===== src/logic/pbm_pkg.sv =====
// constants for the port B pin function selector
// Overview of operation
// (RULE1) pin 15: gpio, motor pulse, serial2 clock
// (RULE2) pin 14: gpio, serial1 clock, timer clocks
// (RULE3) unused bits read zero, written zero
// (RULE4) pin 13: gpio or serial0 clock
// (RULE5) pin 12: gpio, timer clock, break trigger
// (RULE6) pin 11: gpio, serial4 rx, can rx, oneshot
// (RULE7) pin 10: gpio, serial4 tx, can tx, oneshot
// (RULE8) pin 9: gpio, serial3 rx, oneshot f
// (RULE9) pin 8: gpio, serial3 tx, oneshot e
// (RULE10) pin 7: gpio, pwm7 d, oneshot d
// (RULE11) pin 6: gpio, pwm7 c, oneshot c
// (RULE12) pin 5: gpio, pwm7 b, oneshot b
// (RULE13) pin 4: gpio, pwm7 a, oneshot a
// (RULE14) pin 3: gpio or pwm6 d
// (RULE15) pins 2..0: gpio or pwm6 c,b,a
// (RULE16) power-on reset clears both registers
// (RULE17) each pin steered by its selected source
package pbm_pkg;
    localparam int          ADDR_W         = 4;
    localparam logic [3:0]  UPPER_SEL_ADDR = 4'h0;
    localparam logic [3:0]  LOWER_SEL_ADDR = 4'h2;
    localparam logic [15:0] SEL_RESET      = 16'h0000;
    // writable bits; the rest are reserved and read zero
    localparam logic [15:0] UPPER_SEL_MASK = 16'hF7FF;
    localparam logic [15:0] LOWER_SEL_MASK = 16'hFF55;
    localparam logic [1:0]  SEL_GPIO       = 2'h0;
    localparam logic [1:0]  SEL_ALT1       = 2'h1;
    localparam logic [1:0]  SEL_ALT2       = 2'h2;
    localparam logic [1:0]  SEL_ALT3       = 2'h3;
endpackage


===== src/logic/pbm_sel_reg.sv =====
// one function select register with reserved bits held at zero
`timescale 1ns/1ps
module pbm_sel_reg
    import pbm_pkg::*;
#(
    parameter logic [15:0] MASK = 16'hFFFF
) (
    input  wire logic        clk,   // system clock
    input  wire logic        rst_n, // power-on reset, active low
    input  wire logic        wr,    // write enable
    input  wire logic [15:0] wdata, // write data
    output logic      [15:0] q      // stored value
);
    always_ff @(posedge clk or negedge rst_n) begin
        if (!rst_n) begin
            q <= SEL_RESET; // RULE16
        end else if (wr) begin
            q <= wdata & MASK; // RULE3
        end
    end
endmodule


===== src/logic/pbm_pin_steer.sv =====
// steers one pin from up to four sources selected by a 2-bit code
`timescale 1ns/1ps
module pbm_pin_steer
    import pbm_pkg::*;
(
    input  wire logic [1:0] sel,    // function code
    input  wire logic [3:0] src_o,  // output value per code
    input  wire logic [3:0] src_oe, // output enable per code
    input  wire logic       pin_i,  // pin level
    output logic            pin_o,  // pin output value
    output logic            pin_oe, // pin output enable
    output logic      [3:0] dst_i   // pin level gated to each code's input
);
    always_comb begin
        pin_o  = src_o[sel]; // RULE17
        pin_oe = src_oe[sel]; // RULE17
        dst_i  = 4'h0;
        dst_i[sel] = pin_i; // RULE17
    end
endmodule


===== src/logic/pbm_top.sv =====
// port B pin function selector: registers, steering and registered pin outputs
`timescale 1ns/1ps
module pbm_top
    import pbm_pkg::*;
(
    input  wire logic              MCLK,         // system clock, 40 MHz
    input  wire logic              RST_N,        // power-on reset, active low
    input  wire logic [ADDR_W-1:0] ADDR,         // register address
    input  wire logic [15:0]       WDATA,        // write data
    input  wire logic              WR,           // write strobe
    input  wire logic              RD,           // read strobe
    output logic      [15:0]       RDATA,        // read data, cycle after RD
    input  wire logic [15:0]       PIN_I,        // pad levels
    output logic      [15:0]       PIN_O,        // pad output values
    output logic      [15:0]       PIN_OE,       // pad output enables
    input  wire logic [15:0]       GPIO_O,       // general i/o output values
    input  wire logic [15:0]       GPIO_OE,      // general i/o directions
    output logic      [15:0]       GPIO_I,       // general i/o input levels
    input  wire logic              MOTOR_PULSE_OUT_5,
    input  wire logic [2:0]        SERIAL_CLOCK_O,  // serial2/1/0 clock out, index = channel
    input  wire logic [2:0]        SERIAL_CLOCK_OE, // serial clock drive enables
    output logic      [2:0]        SERIAL_CLOCK_I,  // serial clock in
    output logic                   TIMER_EXT_CLOCK_A,   // timer clock A in
    output logic                   TIMER_EXT_CLOCK_B,   // timer clock B in
    output logic                   TIMER_EDGE_INPUT_10, // timer edge in
    input  wire logic              BREAK_TRIGGER_OUT,   // break trigger pulse
    output logic                   SERIAL4_RECEIVE_IN,  // serial4 rx
    input  wire logic              SERIAL4_TRANSMIT_OUT, // serial4 tx
    output logic                   SERIAL3_RECEIVE_IN,  // serial3 rx
    input  wire logic              SERIAL3_TRANSMIT_OUT, // serial3 tx
    output logic                   CAN0_RECEIVE_IN,     // can rx
    input  wire logic              CAN0_TRANSMIT_OUT,   // can tx
    input  wire logic [7:0]        ONESHOT_OUT,  // one-shot outputs a..h in bits 0..7
    input  wire logic [3:0]        PWM7_OUT,     // pwm7 a..d
    input  wire logic [3:0]        PWM6_OUT      // pwm6 a..d
);
    logic [15:0] upper_sel;
    logic [15:0] lower_sel;
    logic [1:0]  sel      [16];
    logic [3:0]  src_o    [16];
    logic [3:0]  src_oe   [16];
    logic [3:0]  dst_i    [16];
    logic [15:0] next_pin_o;
    logic [15:0] next_pin_oe;

    pbm_sel_reg #(.MASK(UPPER_SEL_MASK)) u_upper (
        .clk   (MCLK),
        .rst_n (RST_N),
        .wr    (WR && ADDR == UPPER_SEL_ADDR),
        .wdata (WDATA),
        .q     (upper_sel)
    );
    pbm_sel_reg #(.MASK(LOWER_SEL_MASK)) u_lower (
        .clk   (MCLK),
        .rst_n (RST_N),
        .wr    (WR && ADDR == LOWER_SEL_ADDR),
        .wdata (WDATA),
        .q     (lower_sel)
    );

    // unmapped addresses read zero; masked bits already zero
    always_ff @(posedge MCLK or negedge RST_N) begin
        if (!RST_N) begin
            RDATA <= 16'h0000;
        end else if (RD) begin
            case (ADDR)
                UPPER_SEL_ADDR: RDATA <= upper_sel; // RULE3
                LOWER_SEL_ADDR: RDATA <= lower_sel; // RULE3
                default:        RDATA <= 16'h0000;
            endcase
        end else begin
            RDATA <= 16'h0000;
        end
    end

    // code 11 drives nothing and feeds no input, except on pin 14 (timer edge in) and pins 11 and 10 (one-shot out)
    always_comb begin
        for (int p = 0; p < 16; p++) begin
            src_o[p]  = 4'h0;
            src_oe[p] = 4'h0;
            src_o[p][SEL_GPIO]  = GPIO_O[p];
            src_oe[p][SEL_GPIO] = GPIO_OE[p];
        end
        sel[15] = upper_sel[15:14]; // RULE1
        src_o[15][SEL_ALT1] = MOTOR_PULSE_OUT_5;
        src_oe[15][SEL_ALT1] = 1'b1;
        src_o[15][SEL_ALT2] = SERIAL_CLOCK_O[2];
        src_oe[15][SEL_ALT2] = SERIAL_CLOCK_OE[2];
        sel[14] = upper_sel[13:12]; // RULE2
        src_o[14][SEL_ALT1] = SERIAL_CLOCK_O[1];
        src_oe[14][SEL_ALT1] = SERIAL_CLOCK_OE[1];
        sel[13] = {1'b0, upper_sel[10]}; // RULE4
        src_o[13][SEL_ALT1] = SERIAL_CLOCK_O[0];
        src_oe[13][SEL_ALT1] = SERIAL_CLOCK_OE[0];
        sel[12] = upper_sel[9:8]; // RULE5
        src_o[12][SEL_ALT2] = BREAK_TRIGGER_OUT;
        src_oe[12][SEL_ALT2] = 1'b1;
        sel[11] = upper_sel[7:6]; // RULE6
        src_o[11][SEL_ALT3] = ONESHOT_OUT[7];
        src_oe[11][SEL_ALT3] = 1'b1;
        sel[10] = upper_sel[5:4]; // RULE7
        src_o[10][SEL_ALT1] = SERIAL4_TRANSMIT_OUT;
        src_o[10][SEL_ALT2] = CAN0_TRANSMIT_OUT;
        src_o[10][SEL_ALT3] = ONESHOT_OUT[6];
        src_oe[10][3:1] = 3'h7;
        sel[9] = upper_sel[3:2]; // RULE8
        src_o[9][SEL_ALT2] = ONESHOT_OUT[5];
        src_oe[9][SEL_ALT2] = 1'b1;
        sel[8] = upper_sel[1:0]; // RULE9
        src_o[8][SEL_ALT1] = SERIAL3_TRANSMIT_OUT;
        src_o[8][SEL_ALT2] = ONESHOT_OUT[4];
        src_oe[8][2:1] = 2'h3;
        // pins 7..4 share one layout: pwm7 on code 01, one-shot on 10
        for (int p = 4; p < 8; p++) begin
            sel[p] = lower_sel[2*p+1 -: 2]; // RULE10 RULE11 RULE12 RULE13
            src_o[p][SEL_ALT1] = PWM7_OUT[p-4];
            src_o[p][SEL_ALT2] = ONESHOT_OUT[p-4];
            src_oe[p][2:1] = 2'h3;
        end
        // pins 3..0: single bit at even position
        for (int p = 0; p < 4; p++) begin
            sel[p] = {1'b0, lower_sel[2*p]}; // RULE14 RULE15
            src_o[p][SEL_ALT1] = PWM6_OUT[p];
            src_oe[p][SEL_ALT1] = 1'b1;
        end
    end

    for (genvar g = 0; g < 16; g++) begin : g_pin
        pbm_pin_steer u_steer (
            .sel    (sel[g]),
            .src_o  (src_o[g]),
            .src_oe (src_oe[g]),
            .pin_i  (PIN_I[g]),
            .pin_o  (next_pin_o[g]),
            .pin_oe (next_pin_oe[g]),
            .dst_i  (dst_i[g])
        );
    end

    // outputs registered for clean pad timing; costs one cycle of latency
    always_ff @(posedge MCLK or negedge RST_N) begin
        if (!RST_N) begin
            PIN_O  <= 16'h0000;
            PIN_OE <= 16'h0000;
        end else begin
            PIN_O  <= next_pin_o; // RULE17
            PIN_OE <= next_pin_oe; // RULE17
        end
    end

    always_ff @(posedge MCLK or negedge RST_N) begin
        if (!RST_N) begin
            GPIO_I              <= 16'h0000;
            SERIAL_CLOCK_I      <= 3'h0;
            TIMER_EXT_CLOCK_A   <= 1'b0;
            TIMER_EXT_CLOCK_B   <= 1'b0;
            TIMER_EDGE_INPUT_10 <= 1'b0;
            SERIAL4_RECEIVE_IN  <= 1'b0;
            SERIAL3_RECEIVE_IN  <= 1'b0;
            CAN0_RECEIVE_IN     <= 1'b0;
        end else begin
            for (int p = 0; p < 16; p++) begin
                GPIO_I[p] <= dst_i[p][SEL_GPIO]; // RULE17
            end
            SERIAL_CLOCK_I      <= {dst_i[15][SEL_ALT2], dst_i[14][SEL_ALT1], dst_i[13][SEL_ALT1]};
            TIMER_EXT_CLOCK_B   <= dst_i[14][SEL_ALT2]; // RULE2
            TIMER_EDGE_INPUT_10 <= dst_i[14][SEL_ALT3]; // RULE2
            TIMER_EXT_CLOCK_A   <= dst_i[12][SEL_ALT1]; // RULE5
            SERIAL4_RECEIVE_IN  <= dst_i[11][SEL_ALT1]; // RULE6
            CAN0_RECEIVE_IN     <= dst_i[11][SEL_ALT2]; // RULE6
            SERIAL3_RECEIVE_IN  <= dst_i[9][SEL_ALT1]; // RULE8
        end
    end
endmodule


===== config.mk =====
export PLATFORM = sky130hd
export DESIGN_NAME = pbm_top
export DESIGN_NICKNAME = d
export VERILOG_FILES = /design/src/logic/pbm_pkg.sv /design/src/logic/pbm_sel_reg.sv /design/src/logic/pbm_pin_steer.sv /design/src/logic/pbm_top.sv
export SDC_FILE = /design/constraint.sdc
export NUM_CORES = 1
export LEC_CHECK = 0
export ABC_AREA = 1
export BUFFER_PORTS_ARGS = -buffer_cell sky130_fd_sc_hd__clkbuf_2
export CORE_MARGIN = 2
export CORE_UTILIZATION = 44
export CTS_BUF_LIST = sky130_fd_sc_hd__clkbuf_8
export DETAILED_ROUTE_END_ITERATION = 10
export PLACE_DENSITY_LB_ADDON = 0.25
export RECOVER_POWER = 25
export REMOVE_ABC_BUFFERS = 1
export SYNTH_ARGS = -nofsm -noshare
export SYNTH_HDL_FRONTEND = slang
export SYNTH_SLANG_ARGS = --single-unit

===== constraint.sdc =====
create_clock -name MCLK -period 0.8 [get_ports MCLK]
set_input_delay 0.16 -clock MCLK [delete_from_list [all_inputs] [get_ports MCLK]]
set_output_delay 0.16 -clock MCLK [all_outputs]
set_load 0.005 [all_outputs]

Yosys cells after proc, flatten, opt, wreduce, memory -nomap -nowiden
Cells that the tools add are included.
{"block": "totals", "reg_bits": 100, "inputBits": 99, "output_inout_bits": 73, "elab_cells": 179}
{"block": "op_classes", "magnitude_cmp": 32, "n_eq_ne": 1, "mux": 98, "n_bitwise": 16, "n_reduce_logical": 19}
{"operator": "2-to-1 mux 1 bit", "n": 58}
{"operator": "binary-select mux 1 bit (select 2 bit)", "n": 22}
{"operator": "less-than comparator 2 x 3 -> 1 bit, second input constant", "n": 11}
{"operator": "case mux 16 bit (2 select lines)", "n": 1}
{"operator": "demux 1 bit (select 2 bit)", "n": 11}
{"operator": ">= comparator 2 x 1 -> 1 bit, second input constant", "n": 11}
{"operator": "logical AND 1 bit", "n": 18}
{"operator": "2-to-1 mux 16 bit", "n": 1}
{"operator": "less-than comparator 1 x 3 -> 1 bit, second input constant", "n": 5}
{"operator": "AND 1 bit", "n": 10}
{"operator": "AND 2 bit", "n": 3}
{"operator": "AND 3 bit", "n": 2}
{"operator": "demux 1 bit (select 1 bit)", "n": 5}
{"operator": ">= comparator 1 bit, second input constant", "n": 5}
{"operator": "AND 4 bit", "n": 1}
{"operator": "equality test 4 x 2 -> 1 bit, second input constant", "n": 1}
{"operator": "zero test 4 bit", "n": 1}

Logic depth before layout (Yosys ltp)
Gate-level depths: netlist of run 1.
{"block": "depth", "depth_word": 5, "mapped_depth": 6, "mapped_depth_nobuf": 5}

Modules after synthesis
Synthesis of run 1 repeated with hierarchy kept, for this count alone.
{"block": "unflattened", "cells_unflattened": 661, "area_unflattened_um2": 4877.2}
{"module": "pbm_top", "instances": 1, "cells_per_inst": 139, "area_per_inst_um2": 2184.6, "seq_area_each_um2": 1826.8}
{"module": "pbm_pin_steer", "instances": 16, "cells_per_inst": 25, "area_per_inst_um2": 98.8, "seq_area_each_um2": 0.0}
{"module": "pbm_sel_reg (u_upper)", "instances": 1, "cells_per_inst": 66, "area_per_inst_um2": 619.3, "seq_area_each_um2": 375.4}
{"module": "pbm_sel_reg (u_lower)", "instances": 1, "cells_per_inst": 56, "area_per_inst_um2": 491.7, "seq_area_each_um2": 300.3}

Worst setup path after synthesis of run 1
No wires, ideal clock.
{"block": "synth_timing", "path_type": "register to register", "startpoint": "reg u_upper.q[10]", "endpoint": "reg PIN_OE[13]", "setup_ps": 125, "arrival_ps": 728, "required_ps": 675, "setup_slack_ps": -53, "path_stages_with_launch": 2, "n_path_buf": 0, "synth_period_minus_slack_ps": 853, "cell_sequence": "dfrtp_1 > mux2_2"}
{"block": "synth_via", "elab_chain_len": 2}
{"item": "start, declared", "line_no": "pbm_sel_reg.sv:12", "source": "output logic [15:0] q"}
{"item": "start signal, assigned", "line_no": "pbm_sel_reg.sv:18", "source": "q <= wdata & MASK;"}
{"item": "2-to-1 mux 1 bit (implied by the code) (2 in series)", "line_no": "pbm_pin_steer.sv:16", "source": "pin_oe = src_oe[sel];"}
{"item": "via g_pin[13].u_steer.pin_oe", "line_no": "pbm_pin_steer.sv:11", "source": "output logic pin_oe,"}
{"item": "end signal, assigned", "line_no": "pbm_top.sv:147", "source": "PIN_OE <= next_pin_oe;"}
{"item": "end, declared", "line_no": "pbm_top.sv:15", "source": "output logic [15:0] PIN_OE,"}
The timed path passes the listed nets, and every way through them passes these cells. The select of a mux whose other input is x is not followed.
A chain may end at the register's enable or synchronous reset.

Worst setup path after layout of run 1
{"block": "layout_timing", "startpoint": "reg PIN_O[15]", "endpoint": "out PIN_O[15]"}
{"item": "start, declared", "line_no": "pbm_top.sv:14", "source": "output logic [15:0] PIN_O,"}
{"item": "start signal, assigned", "line_no": "pbm_top.sv:146", "source": "PIN_O <= next_pin_o;"}
No word-level cell between the ends.

==> impl_metrics.xml, run 1 <==
<?xml version="1.0" encoding="UTF-8"?>
<metrics>
  <group name="setup_path">
    <metric name="cp_data_arrival_time" unit="ns">0.90</metric>
    <metric name="setup.worst_path.start_class" unit="">flip-flop</metric>
    <metric name="reg2reg_start" unit="">u_upper.q[14]$_DFFE_PN0P_</metric>
    <metric name="timing.critical_path.cells" unit="">clkbuf_2</metric>
    <metric name="max_stage_delay_on_crit_path" unit="ns">0.41</metric>
    <metric name="critical_path.max_fanout" unit="">1</metric>
    <metric name="worst_r2r_endpoint" unit="">GPIO_I[15]$_DFF_PN0_</metric>
    <metric name="cp_top_family" unit="">flip-flops</metric>
    <metric name="critPathSlowestCell" unit="">sky130_fd_sc_hd__dfrtp_1</metric>
    <metric name="worst-r2r-setup-slack" unit="ns">-0.08</metric>
    <metric name="worstSetupPathType" unit="">reg2out</metric>
    <metric name="critPathCaptureType" unit="">output pin</metric>
    <metric name="path_buf_inv" unit="">1</metric>
    <metric name="timing.critical_path.required" unit="ns">0.64</metric>
    <metric name="r2r_worst_path_depth" unit="">2</metric>
  </group>
  <group name="clock_tree">
    <metric name="clk_transition_reported_paths" unit="ns">0.10</metric>
    <metric name="insertion_delay" unit="ns">0.36</metric>
    <metric name="cts_htree_levels" unit="">3</metric>
    <metric name="tritoncts" unit="">yes</metric>
    <metric name="root_buffer" unit="">sky130_fd_sc_hd__clkbuf_8</metric>
    <metric name="clk_path_buf_depth" unit="">2</metric>
    <metric name="cts_made_buffers" unit="">9</metric>
    <metric name="tritoncts_num_sinks" unit="">100</metric>
  </group>
  <group name="floorplanning">
    <metric name="rows" unit="">34</metric>
    <metric name="die-area" unit="mm2">0.00962</metric>
    <metric name="io-pin-count" unit="">172</metric>
    <metric name="floorplan.die.height" unit="um">98.1</metric>
    <metric name="initial_core_util" unit="%">45.1</metric>
    <metric name="die-width" unit="um">98.1</metric>
    <metric name="core" unit="mm2">0.00864</metric>
  </group>
  <group name="placement">
    <metric name="port_buffers" unit="">171</metric>
    <metric name="hpwlAfterDp" unit="um">6840</metric>
    <metric name="pre_cts_ws" unit="ns">-0.206</metric>
    <metric name="dp_cells" unit="">667</metric>
    <metric name="gpl.final_weighted_congestion" unit="">0.807</metric>
    <metric name="dpl-instance-area" unit="mm2">0.00504</metric>
  </group>
  <group name="hold_path">
    <metric name="hold_class" unit="">in2reg</metric>
    <metric name="worst_hold_launch" unit="">GPIO_O[12]</metric>
    <metric name="whs_endpoint" unit="">PIN_O[12]$_DFF_PN0_</metric>
    <metric name="number_of_stages_on_the_worst_hold_path" unit="">3</metric>
  </group>
  <group name="drt">
    <metric name="drt-vias-per-instance" unit="">5.02</metric>
    <metric name="drc" unit="">0</metric>
    <metric name="dr.pass1.iters" unit="">5</metric>
    <metric name="vias" unit="">3601</metric>
    <metric name="routedWlPerCell" unit="um">14.7</metric>
    <metric name="drt_iter0_markers" unit="">90</metric>
    <metric name="antenna_left" unit="">0</metric>
    <metric name="finalWirelength" unit="um">10600</metric>
  </group>
  <group name="cells_and_area">
    <metric name="final-instance-count-excl-fill" unit="">718</metric>
    <metric name="layout.cells.most_common" unit="">sky130_fd_sc_hd__clkbuf_2</metric>
    <metric name="fin_area" unit="mm2">0.00585</metric>
    <metric name="area_growth_syn_to_layout" unit="%">50.2</metric>
    <metric name="antenna_cells" unit="">0</metric>
    <metric name="layout.cells.most_common_list" unit="">sky130_fd_sc_hd__clkbuf_2, sky130_fd_sc_hd__dfrtp_1, sky130_fd_sc_hd__nand2_1</metric>
    <metric name="fin_nets" unit="">704</metric>
    <metric name="share_of_cells_above_drive_strength_1" unit="%">53.6</metric>
  </group>
  <group name="timing">
    <metric name="slew_headroom" unit="%">73.8</metric>
    <metric name="worst_pin_slew" unit="ns">0.392</metric>
    <metric name="finalSetupViolations" unit="">98</metric>
    <metric name="fin_tns_setup" unit="ns">-15.83</metric>
    <metric name="rsz0062_at_grt" unit="">yes</metric>
    <metric name="fmax" unit="GHz">0.947</metric>
    <metric name="hold_viol" unit="">0</metric>
    <metric name="maximum_clock_skew_at_final_layout" unit="ns">0.00704</metric>
    <metric name="final_max_slew_viol_count" unit="">0</metric>
    <metric name="setup_ws" unit="ns">-0.256</metric>
    <metric name="post-route-period-util" unit="%">132</metric>
    <metric name="min_period" unit="ns">1.06</metric>
  </group>
  <group name="grt">
    <metric name="grt_overflow_total" unit="">0</metric>
    <metric name="grt_start_max_net_pins" unit="">59</metric>
    <metric name="via_count_of_the_first_global_routing_pass" unit="">3537</metric>
    <metric name="grt_antenna_before_repair" unit="">0</metric>
    <metric name="grt_util_all_layers" unit="%">21.7</metric>
    <metric name="global_route_wire_length_before_repair" unit="um">16600</metric>
  </group>
  <group name="synthesis">
    <metric name="synth_cells" unit="">382</metric>
    <metric name="synth-seq-area-share" unit="%">64.2</metric>
    <metric name="avgSynthCellArea" unit="um2">10.2</metric>
    <metric name="netlist_area" unit="mm2">0.00389</metric>
    <metric name="synth_seq_cells" unit="">100</metric>
    <metric name="post_synth_num_cell_types" unit="">21</metric>
    <metric name="number_of_warning_messages_in_the_yosys_log" unit="">0</metric>
  </group>
  <group name="status">
    <metric name="failing_checks" unit="">setup timing</metric>
    <metric name="status" unit="">finished, violations left</metric>
  </group>
  <group name="run">
    <metric name="timing.max_cap.violations" unit="">0</metric>
  </group>
  <group name="power">
    <metric name="total_leakage_power" unit="uW">0.00310</metric>
    <metric name="post-layout-total-power" unit="uW">12900</metric>
    <metric name="cellPowerDensity" unit="mW/mm2">2210</metric>
    <metric name="vdd.ir_drop.worst" unit="V">0.00118</metric>
  </group>
</metrics>
==> flip-flops by register name, indices dropped and copies added (netlist names) <==
register / count
TIMER_EXT_CLOCK_B: 1
PIN_OE: 16
SERIAL4_RECEIVE_IN: 1
u_upper.q: 15
SERIAL_CLOCK_I: 3
CAN0_RECEIVE_IN: 1
GPIO_I: 16
TIMER_EDGE_INPUT_10: 1
RDATA: 16
SERIAL3_RECEIVE_IN: 1
PIN_O: 16
TIMER_EXT_CLOCK_A: 1
u_lower.q: 12
==> per-stage QoR <==
stage,utilization [%],hold WS [ns]
2_1_floorplan,-,-0.136
3_3_place_gp,58.4,0.166
3_5_place_dp,58.4,0.165
4_1_cts,65.2,0.000490
5_1_grt,67.8,0.00450
6_report,67.8,0.0117
==> cell type report <==
class                           count  area, um2
Clock inverter                      7       75.1
Fill cell                         694       2780
Clock buffer                        9        124
Inverter                           34        133
Tap cell                          108        135
Multi-Input combinational cell    232       1370
Timing Repair Buffer              228       1490
Sequential cell                   100       2530
==> metal layers <==
layer,GRT usage [%],wire length [um],vias to the layer above
met5,0,0,-
met4,8.12,181,0
met3,4.65,703,19
met2,37.1,5540,118
met1,27.2,4170,1734
li1,-,-,1730
==> what timing repair did <==
item | CTS | global route
endpoints found under the hold margin | 123 | 0
pin swaps | 14 | 29
endpoints found under the setup margin | 118 | 128
hold buffers | 23 | 0
resized for setup | 67 | 79
buffers inserted | 6 | 6
==> cell usage after synthesis <==
master / n / share of area [%]
sky130_fd_sc_hd__nor2_1: 28 / 2.7
sky130_fd_sc_hd__inv_1: 33 / 3.2
sky130_fd_sc_hd__buf_6: 1 / 0.29
sky130_fd_sc_hd__or2_2: 4 / 0.64
sky130_fd_sc_hd__dfrtp_1: 100 / 64
sky130_fd_sc_hd__o21ai_0: 26 / 3.3
sky130_fd_sc_hd__nand3_4: 1 / 0.45
sky130_fd_sc_hd__buf_4: 5 / 0.96
sky130_fd_sc_hd__nor3_1: 13 / 1.7
sky130_fd_sc_hd__mux2_2: 6 / 1.7
sky130_fd_sc_hd__clkbuf_1: 2 / 0.19
sky130_fd_sc_hd__inv_2: 1 / 0.096
sky130_fd_sc_hd__nand4_1: 49 / 7.9
sky130_fd_sc_hd__buf_2: 8 / 1.0
sky130_fd_sc_hd__nor2_4: 3 / 0.87
sky130_fd_sc_hd__a21oi_1: 2 / 0.26
sky130_fd_sc_hd__o211ai_1: 1 / 0.19
sky130_fd_sc_hd__nand3_1: 15 / 1.9
sky130_fd_sc_hd__nand3_2: 1 / 0.26
sky130_fd_sc_hd__nor3b_1: 1 / 0.19
sky130_fd_sc_hd__nand2_1: 82 / 7.9
==> how the worst max path moves through the flow <==
stage	from	end	cells after the start
floorplan	ADDR[3]	u_lower.q[0]$_DFFE_PN0P_	4
global placement	ADDR[3]	u_upper.q[5]$_DFFE_PN0P_	5
detailed placement	ADDR[3]	u_upper.q[12]$_DFFE_PN0P_	5
CTS	PIN_O[15]$_DFF_PN0_	PIN_O[15]	1
global route	PIN_O[15]$_DFF_PN0_	PIN_O[15]	1
finish	PIN_O[15]$_DFF_PN0_	PIN_O[15]	1
==> cells by family (layout without fill, tap and decap cells) <==
logic type	Yosys count	count (layout)	synth area share (%)
and+or+nand+nor	197	197	24.5
DFF	100	100	64.2
buffers and inverters	50	278	5.75
AOI/OAI and AO/OA	29	29	3.79
muxes	6	6	1.73
==> power by group <==
part           total [uW]  switching (uW)  internal, uW  leakage [uW]
sequential           6560             671          5890       0.00124
combinational        3130            1460          1670       0.00177
clock                3260            1800          1460     0.0000923
No activity file was read; power rests on OpenSTA's default activity.
==> run 2, diff against run 1 <==
Settings changed: CELL_PAD_IN_SITES_DETAIL_PLACEMENT set to 0, CELL_PAD_IN_SITES_GLOBAL_PLACEMENT set to 1, CORE_UTILIZATION 44 to 32.
==> run 2 against run 1 <==
Setup slack improved by 0.032 ns. Largest power group unchanged. First-iteration DRC count increased by 90%. Non-clock buffer count increased by 19. The flow still finishes with violations (setup timing). Sequential share of layout area decreased by 1.8 points. Die area increased by 36%. Clock skew decreased by 0.0029 ns.
==> impl_metrics.xml, run 2 (synthesized netlist as in run 1, its figures left out) <==
<?xml version="1.0" encoding="UTF-8"?>
<metrics>
  <group name="status">
    <metric name="failing_checks" unit="">setup timing</metric>
    <metric name="status" unit="">finished, violations left</metric>
  </group>
  <group name="placement">
    <metric name="dp_cells" unit="">720</metric>
    <metric name="hpwlAfterDp" unit="um">7770</metric>
    <metric name="gpl.final_weighted_congestion" unit="">0.763</metric>
    <metric name="port_buffers" unit="">171</metric>
  </group>
  <group name="floorplanning">
    <metric name="die-width" unit="um">114</metric>
    <metric name="rows" unit="">40</metric>
    <metric name="io-pin-count" unit="">172</metric>
    <metric name="die-area" unit="mm2">0.0131</metric>
    <metric name="floorplan.die.height" unit="um">114</metric>
    <metric name="initial_core_util" unit="%">32.6</metric>
    <metric name="core" unit="mm2">0.0120</metric>
  </group>
  <group name="setup_path">
    <metric name="critical_path.max_fanout" unit="">1</metric>
    <metric name="max_stage_delay_on_crit_path" unit="ns">0.39</metric>
    <metric name="cp_num_cells" unit="">1</metric>
    <metric name="r2r_worst_path_depth" unit="">1</metric>
    <metric name="setup.worst_path.start_class" unit="">flip-flop</metric>
    <metric name="timing.critical_path.cells" unit="">clkbuf_2</metric>
    <metric name="worst-r2r-setup-slack" unit="ns">-0.06</metric>
    <metric name="cp_top_family" unit="">flip-flops</metric>
    <metric name="reg2reg_start" unit="">u_lower.q[2]$_DFFE_PN0P_</metric>
    <metric name="critPathSlowestCell" unit="">sky130_fd_sc_hd__dfrtp_1</metric>
    <metric name="cp_data_arrival_time" unit="ns">0.86</metric>
    <metric name="critPathCaptureType" unit="">output pin</metric>
    <metric name="timing.critical_path.required" unit="ns">0.64</metric>
    <metric name="path_buf_inv" unit="">1</metric>
    <metric name="worstSetupPathType" unit="">reg2out</metric>
    <metric name="crit_path_start" unit="">RDATA[7]$_DFF_PN0_</metric>
  </group>
  <group name="power">
    <metric name="cellPowerDensity" unit="mW/mm2">2200</metric>
    <metric name="total_leakage_power" unit="uW">0.00321</metric>
    <metric name="power_frac_comb" unit="%">22.8</metric>
    <metric name="part_of_the_power_in_the_clock_network" unit="%">28.4</metric>
    <metric name="share_seq_of_total_power" unit="%">48.8</metric>
    <metric name="intPower" unit="uW">9620</metric>
    <metric name="netSwitchingFraction" unit="%">28.4</metric>
    <metric name="vdd.ir_drop.worst" unit="V">0.00106</metric>
    <metric name="post-layout-total-power" unit="uW">13400</metric>
    <metric name="p_sw" unit="uW">3820</metric>
  </group>
  <group name="timing">
    <metric name="maximum_clock_skew_at_final_layout" unit="ns">0.00417</metric>
    <metric name="hold_viol" unit="">0</metric>
    <metric name="final_max_slew_viol_count" unit="">0</metric>
    <metric name="setup_ws" unit="ns">-0.224</metric>
    <metric name="post-route-period-util" unit="%">128</metric>
    <metric name="worst_pin_slew" unit="ns">0.498</metric>
    <metric name="finalSetupViolations" unit="">88</metric>
    <metric name="min_period" unit="ns">1.02</metric>
    <metric name="rsz0062_at_grt" unit="">yes</metric>
    <metric name="slew_headroom" unit="%">66.8</metric>
    <metric name="fmax" unit="GHz">0.976</metric>
  </group>
  <group name="grt">
    <metric name="grt_overflow_total" unit="">0</metric>
    <metric name="grt_start_max_net_pins" unit="">27</metric>
    <metric name="grt_antenna_before_repair" unit="">0</metric>
    <metric name="via_count_of_the_first_global_routing_pass" unit="">3456</metric>
    <metric name="global_route_wire_length_before_repair" unit="um">17000</metric>
    <metric name="grt_util_all_layers" unit="%">16.8</metric>
  </group>
  <group name="clock_tree">
    <metric name="cts_htree_levels" unit="">3</metric>
    <metric name="insertion_delay" unit="ns">0.37</metric>
    <metric name="root_buffer" unit="">sky130_fd_sc_hd__clkbuf_8</metric>
    <metric name="clk_path_buf_depth" unit="">2</metric>
    <metric name="clk_transition_reported_paths" unit="ns">0.09</metric>
    <metric name="tritoncts_num_sinks" unit="">100</metric>
    <metric name="cts_made_buffers" unit="">9</metric>
    <metric name="tritoncts" unit="">yes</metric>
  </group>
  <group name="drt">
    <metric name="dr.pass1.iters" unit="">4</metric>
    <metric name="drt_iter0_markers" unit="">171</metric>
    <metric name="drc" unit="">0</metric>
    <metric name="antenna_left" unit="">0</metric>
    <metric name="drt-vias-per-instance" unit="">4.63</metric>
    <metric name="vias" unit="">3594</metric>
    <metric name="routedWlPerCell" unit="um">14.0</metric>
    <metric name="finalWirelength" unit="um">10900</metric>
  </group>
  <group name="cells_and_area">
    <metric name="nFillCells" unit="">1126</metric>
    <metric name="layout.cells.most_common_list" unit="">sky130_fd_sc_hd__clkbuf_2, sky130_fd_sc_hd__dfrtp_1, sky130_fd_sc_hd__nand2_1</metric>
    <metric name="final-instance-count-excl-fill" unit="">776</metric>
    <metric name="area_growth_syn_to_layout" unit="%">57.0</metric>
    <metric name="post-route-util" unit="%">51.1</metric>
    <metric name="antenna_cells" unit="">0</metric>
    <metric name="share_of_cells_above_drive_strength_1" unit="%">50.7</metric>
    <metric name="layout.cells.most_common" unit="">sky130_fd_sc_hd__clkbuf_2</metric>
    <metric name="fin_nets" unit="">723</metric>
  </group>
  <group name="run">
    <metric name="timing.max_cap.violations" unit="">0</metric>
  </group>
  <group name="hold_path">
    <metric name="number_of_stages_on_the_worst_hold_path" unit="">3</metric>
    <metric name="worst_hold_launch" unit="">SERIAL_CLOCK_O[2]</metric>
    <metric name="hold_class" unit="">in2reg</metric>
  </group>
</metrics>
[run 2: final timing paths]
path,endpoint
max,RDATA[7]
min,PIN_O[15]$_DFF_PN0_
max reg2reg,PIN_O[1]$_DFF_PN0_
min reg2reg,GPIO_I[4]$_DFF_PN0_
max in group asynchronous,u_upper.q[4]$_DFFE_PN0P_
min in group asynchronous,GPIO_I[0]$_DFF_PN0_
[run 2: power by group through the flow]
stage | registers (uW) | clock network [uW] | logic [uW]
floorplan | 6460 | 0 | 873
global placement | 6480 | 0 | 2440
detailed placement | 6510 | 0 | 2480
CTS | 6490 | 3950 | 2810
global route | 6670 | 4190 | 3420
finish | 6560 | 3820 | 3060
[run 2: per-stage QoR]
| step | hold slack (ns) | setup WS [ns] | setup TNS, ns | cell area [um2] |
|---|---|---|---|---|
| 6_report | 0.0189 | -0.224 | -15.37 | 6110 |
| 5_1_grt | 0.000686 | -0.274 | -24.09 | 6110 |
| 4_1_cts | 0.000225 | -0.254 | -17.31 | 5910 |
| 3_5_place_dp | 0.0539 | -0.241 | -9.92 | 5240 |
| 3_3_place_gp | 0.0575 | -0.207 | -8.31 | 5240 |
| 2_1_floorplan | -0.136 | -0.547 | -19.96 | 3800 |
[run 2: what timing repair did]
action                                 CTS  global route
buffers inserted                         4             3
endpoints found under the hold margin  133             2
pin swaps                                9            26
hold buffers                            32             2
resized for setup                       64            65
setup endpoints to repair              116           130
[run 2: layer usage]
| layer | wire length (um) | vias up | global-route usage (%) |
|---|---|---|---|
| li1 | - | 1764 | - |
| met5 | 0 | - | 0 |
| met2 | 5250 | 126 | 26.5 |
| met3 | 734 | 10 | 5.19 |
| met1 | 4770 | 1694 | 22.0 |
| met4 | 125 | 0 | 5.69 |
[run 2: cell type report]
cell class / instances / area [um2] / share of cell area [%]
inverters: 34 / 135 / 2.21
flip-flops and latches: 100 / 2530 / 41.3
clock inverters: 7 / 115 / 1.88
multi-input cells: 232 / 1340 / 22.0
well taps: 147 / 184 / 3.01
repair buffers: 247 / 1690 / 27.6
clock buffers: 9 / 124 / 2.03
